<file path="src/include/pbc_pkg.sv">
// Package for the second synthesizer settings and program-count register bank.
// Assumes an 8-bit register port driven by the serial host bus front end.
package pbc_pkg;
	// ***************************************************************
	// Register offsets and reset values
	// ***************************************************************
	localparam logic [7:0] PBC_OFF_FILTER_ORDER = 8'h84;
	localparam logic [7:0] PBC_OFF_SETTLE_WAITS = 8'h85;
	localparam logic [7:0] PBC_OFF_BW_SELECT = 8'h86;
	localparam logic [7:0] PBC_OFF_PROG_COUNT = 8'h88;
	localparam logic [2:0] PBC_FILTER_RST = 3'h3;
	localparam logic [2:0] PBC_FILTER_2ND = 3'h3;
	localparam logic [2:0] PBC_FILTER_3RD = 3'h7;
	localparam logic [1:0] PBC_CLSD_RST = 2'h0;
	localparam logic [1:0] PBC_OSC_RST = 2'h1;
	localparam logic PBC_NARROW_RST = 1'b0;
	localparam logic [7:0] PBC_COUNT_RST = 8'h00;
	localparam logic [7:0] PBC_COUNT_MAX = 8'hFF;
	// ***************************************************************
	// Field positions
	// ***************************************************************
	localparam int PBC_CLSD_LSB = 2;
	localparam int PBC_OSC_LSB = 0;
	// ***************************************************************
	// Settle times and cycle counts at 50 MHz
	// ***************************************************************
	localparam int PBC_CLK_HZ = 50000000;
	localparam longint PBC_CLSD_US0 = 30;
	localparam longint PBC_CLSD_US1 = 300;
	localparam longint PBC_CLSD_US2 = 30000;
	localparam longint PBC_CLSD_US3 = 300000;
	localparam longint PBC_OSC_US0 = 20;
	localparam longint PBC_OSC_US1 = 400;
	localparam longint PBC_OSC_US2 = 8000;
	localparam longint PBC_OSC_US3 = 200000;
	localparam longint PBC_CYC_PER_US = PBC_CLK_HZ / 1000000;
	localparam logic [23:0] PBC_CLSD_CYC0 = 24'(PBC_CLSD_US0 * PBC_CYC_PER_US);
	localparam logic [23:0] PBC_CLSD_CYC1 = 24'(PBC_CLSD_US1 * PBC_CYC_PER_US);
	localparam logic [23:0] PBC_CLSD_CYC2 = 24'(PBC_CLSD_US2 * PBC_CYC_PER_US);
	localparam logic [23:0] PBC_CLSD_CYC3 = 24'(PBC_CLSD_US3 * PBC_CYC_PER_US);
	localparam logic [23:0] PBC_OSC_CYC0 = 24'(PBC_OSC_US0 * PBC_CYC_PER_US);
	localparam logic [23:0] PBC_OSC_CYC1 = 24'(PBC_OSC_US1 * PBC_CYC_PER_US);
	localparam logic [23:0] PBC_OSC_CYC2 = 24'(PBC_OSC_US2 * PBC_CYC_PER_US);
	localparam logic [23:0] PBC_OSC_CYC3 = 24'(PBC_OSC_US3 * PBC_CYC_PER_US);
	typedef enum logic [2:0] {
		PBC_ST_LOAD = 3'b001,
		PBC_ST_IDLE = 3'b010,
		PBC_ST_PROG = 3'b100
	} pbc_state_e;
endpackage

</file>
<file path="src/design/pbc_regs.sv">
// Register bank: second synthesizer loop settings and nonvolatile program count.
// Assumes a host bus front end giving one-cycle read/write strobes with an 8-bit
// address, and a nonvolatile store that reports loads and completed programs.
`timescale 1ns/1ps
`default_nettype none
// What this block does
// Filter order code 3 selects second order; it is the reset value.
// Filter order code 7 selects third order; other codes reserved.
// Closed-loop wait codes 0..3 give 30us, 300us, 30ms, 300ms.
// Host uses closed-loop wait code 1 above 10 kHz bandwidth.
// Oscillator wait codes give 20us, 400us, 8ms, 200ms; resets to 1.
// Host keeps oscillator wait at code 1 always.
// Narrow-bandwidth bit one selects jitter-cleaner mode, about 200 Hz.
// Narrow-bandwidth bit zero, reset value, selects clock-generator mode.
// Host changing bandwidth bit also reprograms detector, pump, filter.
// Program count increments by one after each program completion reported while idle and not in the same cycle as a load trigger.
// Program count is kept in the nonvolatile store.
// Count reloads after reset, after a load, after each program.
// Count saturates at 255.
// Store loads registers after reset and on a self-clearing trigger.
// Reserved bits read zero; writes to them and the count ignored.
module pbc_regs import pbc_pkg::*; (
	input wire logic clk_i,
	input wire logic sys_rst_i,
	input wire logic [7:0] reg_addr_i,
	input wire logic [7:0] reg_wdata_i,
	input wire logic reg_wr_i,
	input wire logic reg_rd_i,
	output logic [7:0] reg_rdata_o,
	input wire logic nonvolatile_load_trigger_i,
	output logic load_busy_o,
	input wire logic nv_load_done_i,
	input wire logic [2:0] nv_filter_order_i,
	input wire logic [1:0] nv_closed_loop_wait_i,
	input wire logic [1:0] nv_osc_settle_wait_i,
	input wire logic nv_narrow_bandwidth_i,
	input wire logic [7:0] nv_cycle_count_i,
	input wire logic nv_prog_done_i,
	output logic nv_count_we_o,
	output logic [7:0] nv_count_wdata_o,
	output logic [2:0] pll_b_filter_order_sel_o,
	output logic pll_b_third_order_o,
	output logic [23:0] pll_b_closed_loop_cycles_o,
	output logic [23:0] pll_b_osc_settle_cycles_o,
	output logic pll_b_jitter_cleaner_o
);
	// ***************************************************************
	// Load sequencing
	// ***************************************************************
	pbc_state_e state_r;
	logic [2:0] pll_b_filter_order_sel_r;
	logic [1:0] closed_loop_wait_code_r;
	logic [1:0] osc_settle_wait_code_r;
	logic pll_b_narrow_bandwidth_r;
	logic [7:0] nonvolatile_cycle_count_r;
	logic [7:0] count_nxt;
	logic host_wr;

	always_ff @(posedge clk_i or posedge sys_rst_i) begin
		if (sys_rst_i) begin
			state_r <= PBC_ST_LOAD;
		end else begin
			unique case (state_r)
				PBC_ST_LOAD: begin
					if (nv_load_done_i) begin
						state_r <= PBC_ST_IDLE;
					end
				end
				PBC_ST_IDLE: begin
					if (nonvolatile_load_trigger_i) begin
						state_r <= PBC_ST_LOAD;
					end else if (nv_prog_done_i) begin
						state_r <= PBC_ST_PROG;
					end
				end
				PBC_ST_PROG: begin
					state_r <= PBC_ST_LOAD;
				end
				default: begin
					state_r <= PBC_ST_LOAD;
				end
			endcase
		end
	end

	assign load_busy_o = (state_r != PBC_ST_IDLE);
	assign host_wr = reg_wr_i && (state_r == PBC_ST_IDLE);

	// ***************************************************************
	// Settings registers
	// ***************************************************************
	always_ff @(posedge clk_i or posedge sys_rst_i) begin
		if (sys_rst_i) begin
			pll_b_filter_order_sel_r <= PBC_FILTER_RST;
			closed_loop_wait_code_r <= PBC_CLSD_RST;
			osc_settle_wait_code_r <= PBC_OSC_RST;
			pll_b_narrow_bandwidth_r <= PBC_NARROW_RST;
		end else if (state_r == PBC_ST_LOAD && nv_load_done_i) begin
			pll_b_filter_order_sel_r <= nv_filter_order_i;
			closed_loop_wait_code_r <= nv_closed_loop_wait_i;
			osc_settle_wait_code_r <= nv_osc_settle_wait_i;
			pll_b_narrow_bandwidth_r <= nv_narrow_bandwidth_i;
		end else if (host_wr) begin
			// Only the defined field bits are stored.
			if (reg_addr_i == PBC_OFF_FILTER_ORDER) begin
				pll_b_filter_order_sel_r <= reg_wdata_i[2:0];
			end
			if (reg_addr_i == PBC_OFF_SETTLE_WAITS) begin
				closed_loop_wait_code_r <= reg_wdata_i[PBC_CLSD_LSB +: 2];
				osc_settle_wait_code_r <= reg_wdata_i[PBC_OSC_LSB +: 2];
			end
			if (reg_addr_i == PBC_OFF_BW_SELECT) begin
				pll_b_narrow_bandwidth_r <= reg_wdata_i[0];
			end
		end
	end

	// ***************************************************************
	// Program count
	// ***************************************************************
	assign count_nxt = (nonvolatile_cycle_count_r == PBC_COUNT_MAX) ?
		nonvolatile_cycle_count_r : nonvolatile_cycle_count_r + 8'h01;

	always_ff @(posedge clk_i or posedge sys_rst_i) begin
		if (sys_rst_i) begin
			nonvolatile_cycle_count_r <= PBC_COUNT_RST;
		end else if (state_r == PBC_ST_LOAD && nv_load_done_i) begin
			nonvolatile_cycle_count_r <= nv_cycle_count_i;
		end else if (state_r == PBC_ST_IDLE && nv_prog_done_i && !nonvolatile_load_trigger_i) begin
			nonvolatile_cycle_count_r <= count_nxt;
		end
	end

	// The incremented count is written back to the store for persistence.
	assign nv_count_we_o = (state_r == PBC_ST_PROG);
	assign nv_count_wdata_o = nonvolatile_cycle_count_r;

	// ***************************************************************
	// Outputs to the synthesizer
	// ***************************************************************
	assign pll_b_filter_order_sel_o = pll_b_filter_order_sel_r;
	assign pll_b_third_order_o = (pll_b_filter_order_sel_r == PBC_FILTER_3RD);
	assign pll_b_jitter_cleaner_o = pll_b_narrow_bandwidth_r;

	always_comb begin
		unique case (closed_loop_wait_code_r)
			2'h0: pll_b_closed_loop_cycles_o = PBC_CLSD_CYC0;
			2'h1: pll_b_closed_loop_cycles_o = PBC_CLSD_CYC1;
			2'h2: pll_b_closed_loop_cycles_o = PBC_CLSD_CYC2;
			2'h3: pll_b_closed_loop_cycles_o = PBC_CLSD_CYC3;
		endcase
		unique case (osc_settle_wait_code_r)
			2'h0: pll_b_osc_settle_cycles_o = PBC_OSC_CYC0;
			2'h1: pll_b_osc_settle_cycles_o = PBC_OSC_CYC1;
			2'h2: pll_b_osc_settle_cycles_o = PBC_OSC_CYC2;
			2'h3: pll_b_osc_settle_cycles_o = PBC_OSC_CYC3;
		endcase
	end

	// ***************************************************************
	// Read data
	// ***************************************************************
	always_ff @(posedge clk_i or posedge sys_rst_i) begin
		if (sys_rst_i) begin
			reg_rdata_o <= 8'h00;
		end else if (reg_rd_i) begin
			unique case (reg_addr_i)
				PBC_OFF_FILTER_ORDER: reg_rdata_o <= {5'h00, pll_b_filter_order_sel_r};
				PBC_OFF_SETTLE_WAITS: reg_rdata_o <= {4'h0, closed_loop_wait_code_r,
					osc_settle_wait_code_r};
				PBC_OFF_BW_SELECT: reg_rdata_o <= {7'h00, pll_b_narrow_bandwidth_r};
				PBC_OFF_PROG_COUNT: reg_rdata_o <= nonvolatile_cycle_count_r;
				default: reg_rdata_o <= 8'h00;
			endcase
		end
	end

	// ***************************************************************
	// Checks
	// ***************************************************************
	a_filter_rst: assert property (@(posedge clk_i) $fell(sys_rst_i) |->
		pll_b_filter_order_sel_r == 3'h3 && osc_settle_wait_code_r == 2'h1
		&& !pll_b_narrow_bandwidth_r) else $error("Reset values wrong.");
	a_third_order: assert property (@(posedge clk_i) disable iff (sys_rst_i)
		pll_b_third_order_o == (pll_b_filter_order_sel_o == 3'h7))
		else $error("Third-order flag wrong.");
	a_clsd_map: assert property (@(posedge clk_i) disable iff (sys_rst_i)
		closed_loop_wait_code_r == 2'h1 |-> pll_b_closed_loop_cycles_o == 24'h003A98)
		else $error("Closed-loop wait count wrong.");
	a_osc_map: assert property (@(posedge clk_i) disable iff (sys_rst_i)
		osc_settle_wait_code_r == 2'h3 |-> pll_b_osc_settle_cycles_o == 24'h989680)
		else $error("Oscillator wait count wrong.");
	a_bw_write: assert property (@(posedge clk_i) disable iff (sys_rst_i)
		host_wr && reg_addr_i == PBC_OFF_BW_SELECT && !(state_r == PBC_ST_LOAD) |=>
		pll_b_jitter_cleaner_o == $past(reg_wdata_i[0]))
		else $error("Bandwidth bit not written.");
	a_count_inc: assert property (@(posedge clk_i) disable iff (sys_rst_i)
		state_r == PBC_ST_IDLE && nv_prog_done_i && !nonvolatile_load_trigger_i
		&& nonvolatile_cycle_count_r != 8'hFF |=> nonvolatile_cycle_count_r ==
		$past(nonvolatile_cycle_count_r) + 8'h01 ##0 nv_count_we_o)
		else $error("Count did not increment.");
	a_count_sat: assert property (@(posedge clk_i) disable iff (sys_rst_i)
		nonvolatile_cycle_count_r == 8'hFF && state_r != PBC_ST_LOAD |=>
		nonvolatile_cycle_count_r == 8'hFF) else $error("Count wrapped.");
	a_prog_reload: assert property (@(posedge clk_i) disable iff (sys_rst_i)
		state_r == PBC_ST_PROG |=> state_r == PBC_ST_LOAD)
		else $error("No reload after program.");
	a_load_capture: assert property (@(posedge clk_i) disable iff (sys_rst_i)
		state_r == PBC_ST_LOAD && nv_load_done_i |=>
		nonvolatile_cycle_count_r == $past(nv_cycle_count_i))
		else $error("Count not reloaded from store.");
	a_trig_load: assert property (@(posedge clk_i) disable iff (sys_rst_i)
		state_r == PBC_ST_IDLE && nonvolatile_load_trigger_i |=> load_busy_o)
		else $error("Trigger ignored.");
	a_count_ro: assert property (@(posedge clk_i) disable iff (sys_rst_i)
		state_r == PBC_ST_IDLE && !nv_prog_done_i |=> $stable(nonvolatile_cycle_count_r))
		else $error("Count changed by host.");
	c_prog: cover property (@(posedge clk_i) state_r == PBC_ST_PROG);
	c_trig: cover property (@(posedge clk_i) state_r == PBC_ST_IDLE && nonvolatile_load_trigger_i);
	c_sat: cover property (@(posedge clk_i) nonvolatile_cycle_count_r == 8'hFF && nv_prog_done_i);
	c_jitter: cover property (@(posedge clk_i) pll_b_jitter_cleaner_o && pll_b_third_order_o);
endmodule
`default_nettype wire

</file>
<file path="config.mk">
export PLATFORM = sky130hd
export DESIGN_NAME = pbc_regs
export DESIGN_NICKNAME = d
export VERILOG_FILES = /design/src/include/pbc_pkg.sv /design/src/design/pbc_regs.sv
export SDC_FILE = /design/constraint.sdc
export NUM_CORES = 1
export LEC_CHECK = 0
export ABC_AREA = 1
export BUFFER_PORTS_ARGS = -buffer_cell sky130_fd_sc_hd__buf_2
export CAP_MARGIN = 20
export CORE_AREA = 2 2 74 76
export DETAILED_ROUTE_END_ITERATION = 10
export DIE_AREA = 0 0 76 78
export PLACE_DENSITY = 0.73
export SLEW_MARGIN = 20
export SYNTH_ARGS = -nofsm -noshare
export SYNTH_HDL_FRONTEND = slang
export SYNTH_SLANG_ARGS = --single-unit
export TNS_END_PERCENT = 10
</file>
<file path="constraint.sdc">
create_clock -name clk_i -period 2.66 [get_ports clk_i]
set_clock_uncertainty 0.2 [all_clocks]
set_input_delay 0.798 -clock clk_i [delete_from_list [all_inputs] [get_ports clk_i]]
set_output_delay 0.798 -clock clk_i [all_outputs]
set_load 0.1 [all_outputs]
</file>
==> out/results.tsv <==
metric	value	unit
status	complete, no violations	
cts_tree	yes	
track_usage	0.159	
crit_required	1.66	ns
htreeDepth	1	
layout.cells.non_filler	432	
drt_iter0_drc	112	
clock-sinks	27	
placed_cells	425	
final_nets	416	
synth-xor-area-share	0	
synthMuxAreaShare	0	
via_per_inst	4.55	
ff_latch_area	681	um^2
cts_made_buffers	3	
path_buf_inv	2	
drc	0	
grt_start_max_net_pins	28	
drive_above_1_share	0.343	
worstSkewPairLatency	0.27	ns
grt_pass1_vias	1789	
worst_slew_pin_slew	0.529	ns
slowest_stage	dfrtp_1	
die_w	76	um
period_needed	2.61	ns
start_util	0.410	
max_freq	383	MHz
setup_viol	0	
clockBufferDepth	2	
routed_wl	4840	um
startpoint_type	flip-flop	
setup_tns	0	ns
syn_avg_cell_area	7.26	um^2
portBuffers	92	
cts_hold_buffers	0	
core_area	5040	um^2
syn_area	2070	um^2
antenna_found_initial	0	
wire_per_inst	11.2	um
critPathTopFamily	flip-flops	
fillCellCount	521	
maxSlewViolCount	0	
die_area	5930	um^2
clk_pin_slew	0.09	ns
synth_compound_area_frac	0.0581	
fin_ws	0.0470	ns
seq_area_frac_synth	0.329	
period_share	0.982	
antennaDiodeCount	0	
root_buffer	clkbuf_8	
ys_seq_elements	27	
rsz0062_at_grt	true	
detail-route-antenna-nets	0	
crit_type	reg2out	
synth_top_family_by_area	simple AND/OR/NAND/NOR gates	
rows	26	
dp_slack	0.162	ns
path_max_fanout	5	
cp_data_arrival_time	1.61	ns
cap_violations	0	
critPathMaxStageDelay	0.42	ns
maxSlewHeadroom	0.647	
vias	1964	
routabilityCongestion	0.834	
grt_first_pass_wirelength	7910	um
die_y	78	um
crit_chain	inv_1 -> ha_1 -> or2_2 -> buf_4	
syn_to_final_growth	23.7	%
postSynthCellCount	285	
io_pins	110	
finalHoldViolations	0	
grt_overflow	0	
hpwl	3790	um
multi_input_area	1060	um^2
dr.pass1.iters	4	
end_kind	output port	
synthAdderAreaFrac	0.0847	
hp-class	reg2reg	
yosysWarnings	0	
synth_cell_types	28	
synth-simple-area-share	0.339	
what timing repair did:
item                       CTS  global route
buffers inserted             1             2
setup endpoints to repair    7             7
gates resized for setup      5            12
tightest hold or removal path: stages, from the launching register on:
cell     delay (ns)
dfrtp_1        0.35
nand2_1        0.05
nand2_1        0.05
layer usage:
metal,vias up,GRT usage,part of all wire
met5,-,0,0
met4,0,0.0636,0.019
met3,9,0.0302,0.060
met2,70,0.268,0.46
met1,875,0.201,0.46
li1,1010,-,-
cell type report:
class / count / area share
multi-input cells: 202 / 0.414
flip-flops and latches: 27 / 0.266
inverters: 33 / 0.0504
well taps: 70 / 0.0342
clock buffers: 4 / 0.0176
repair buffers: 96 / 0.218
kinds of logic after synthesis:
kind of cell | after synthesis
other | 2
flip-flops | 27
buffers and inverters | 67
AO/OA/AOI/OAI | 21
adder cells (fa/ha/maj) | 14
AND/OR/NAND/NOR | 154
cells in the mapped netlist:
cell / instances / area (um^2)
buf_4: 29 / 218
nand3b_1: 1 / 7.51
nand2_2: 2 / 12.5
o211ai_1: 1 / 7.51
nand3_2: 1 / 10.0
nand3_1: 35 / 175
clkinv_4: 1 / 8.76
o21ai_0: 6 / 30.0
nand2_4: 2 / 22.5
nand2_1: 90 / 338
inv_1: 31 / 116
conb_1: 2 / 7.51
ha_1: 14 / 175
dfstp_2: 4 / 105
clkbuf_1: 1 / 3.75
inv_2: 1 / 3.75
dfrtp_1: 23 / 576
nor3_1: 1 / 5.00
or2_1: 1 / 6.26
o21ai_1: 9 / 45.0
nor2_2: 4 / 25.0
or2_2: 4 / 25.0
buf_6: 2 / 22.5
o31ai_1: 5 / 37.5
nor2_1: 11 / 41.3
nand3_4: 1 / 17.5
nor3_4: 1 / 16.3
buf_2: 2 / 10.0
worst paths after layout:
kind,slack [ns],end,from,depth (start not counted)
max in group asynchronous,1.60,state_r[0]$_DFFE_PP1P_,sys_rst_i,3
min in group asynchronous,0.36,reg_rdata_o[1]$_DFFE_PP0P_,sys_rst_i,3
max reg2reg,0.85,nv_count_wdata_o[6]$_DFFE_PP0P_,nv_count_wdata_o[0]$_DFFE_PP0P_,8
min,0.28,reg_rdata_o[2]$_DFFE_PP0P_,reg_rdata_o[2]$_DFFE_PP0P_,2
max,0.05,pll_b_closed_loop_cycles_o[4],closed_loop_wait_code_r[0]$_DFFE_PP0P_,4
min reg2reg,0.28,reg_rdata_o[2]$_DFFE_PP0P_,reg_rdata_o[2]$_DFFE_PP0P_,2
registers in the layout (all words and copies together) (netlist names):
register,count
pll_b_filter_order_sel_o,3
closed_loop_wait_code_r,2
osc_settle_wait_code_r,2
nv_count_wdata_o,8
reg_rdata_o,8
pll_b_jitter_cleaner_o,1
state_r,3
layout by cell type (no fill, tap or decap):
master / instances
nand2_1: 90
buf_2: 83
nand3_1: 35
inv_1: 31
dfrtp_1: 23
conb_1: 13
ha_1: 12
nor2_1: 10
o21ai_1: 9
o21ai_0: 6
buf_4: 6
nor2_2: 5
o31ai_1: 5
buf_6: 5
or2_2: 4
dfstp_2: 4
clkbuf_8: 3
nand2_4: 2
nand2_2: 2
ha_2: 2
buf_12: 2
inv_2: 1
nor3_4: 1
nand3_2: 1
nand3b_1: 1
nand3_4: 1
clkinv_4: 1
or2_1: 1
o211ai_1: 1
nor3_2: 1
clkbuf_1: 1
metrics by stage:
step                utilization  hold slack [ns]  cell area (um^2)
floorplan                     -            0.346              2120
global placement          0.486            0.260              2450
detailed placement        0.486            0.261              2450
CTS                       0.499            0.284              2510
global route              0.507            0.308              2560
finish                    0.507            0.283              2560
Power is left out: the tool's default activity adds up to more than one toggle a clock period on the data nets, which glitch-free logic cannot reach.
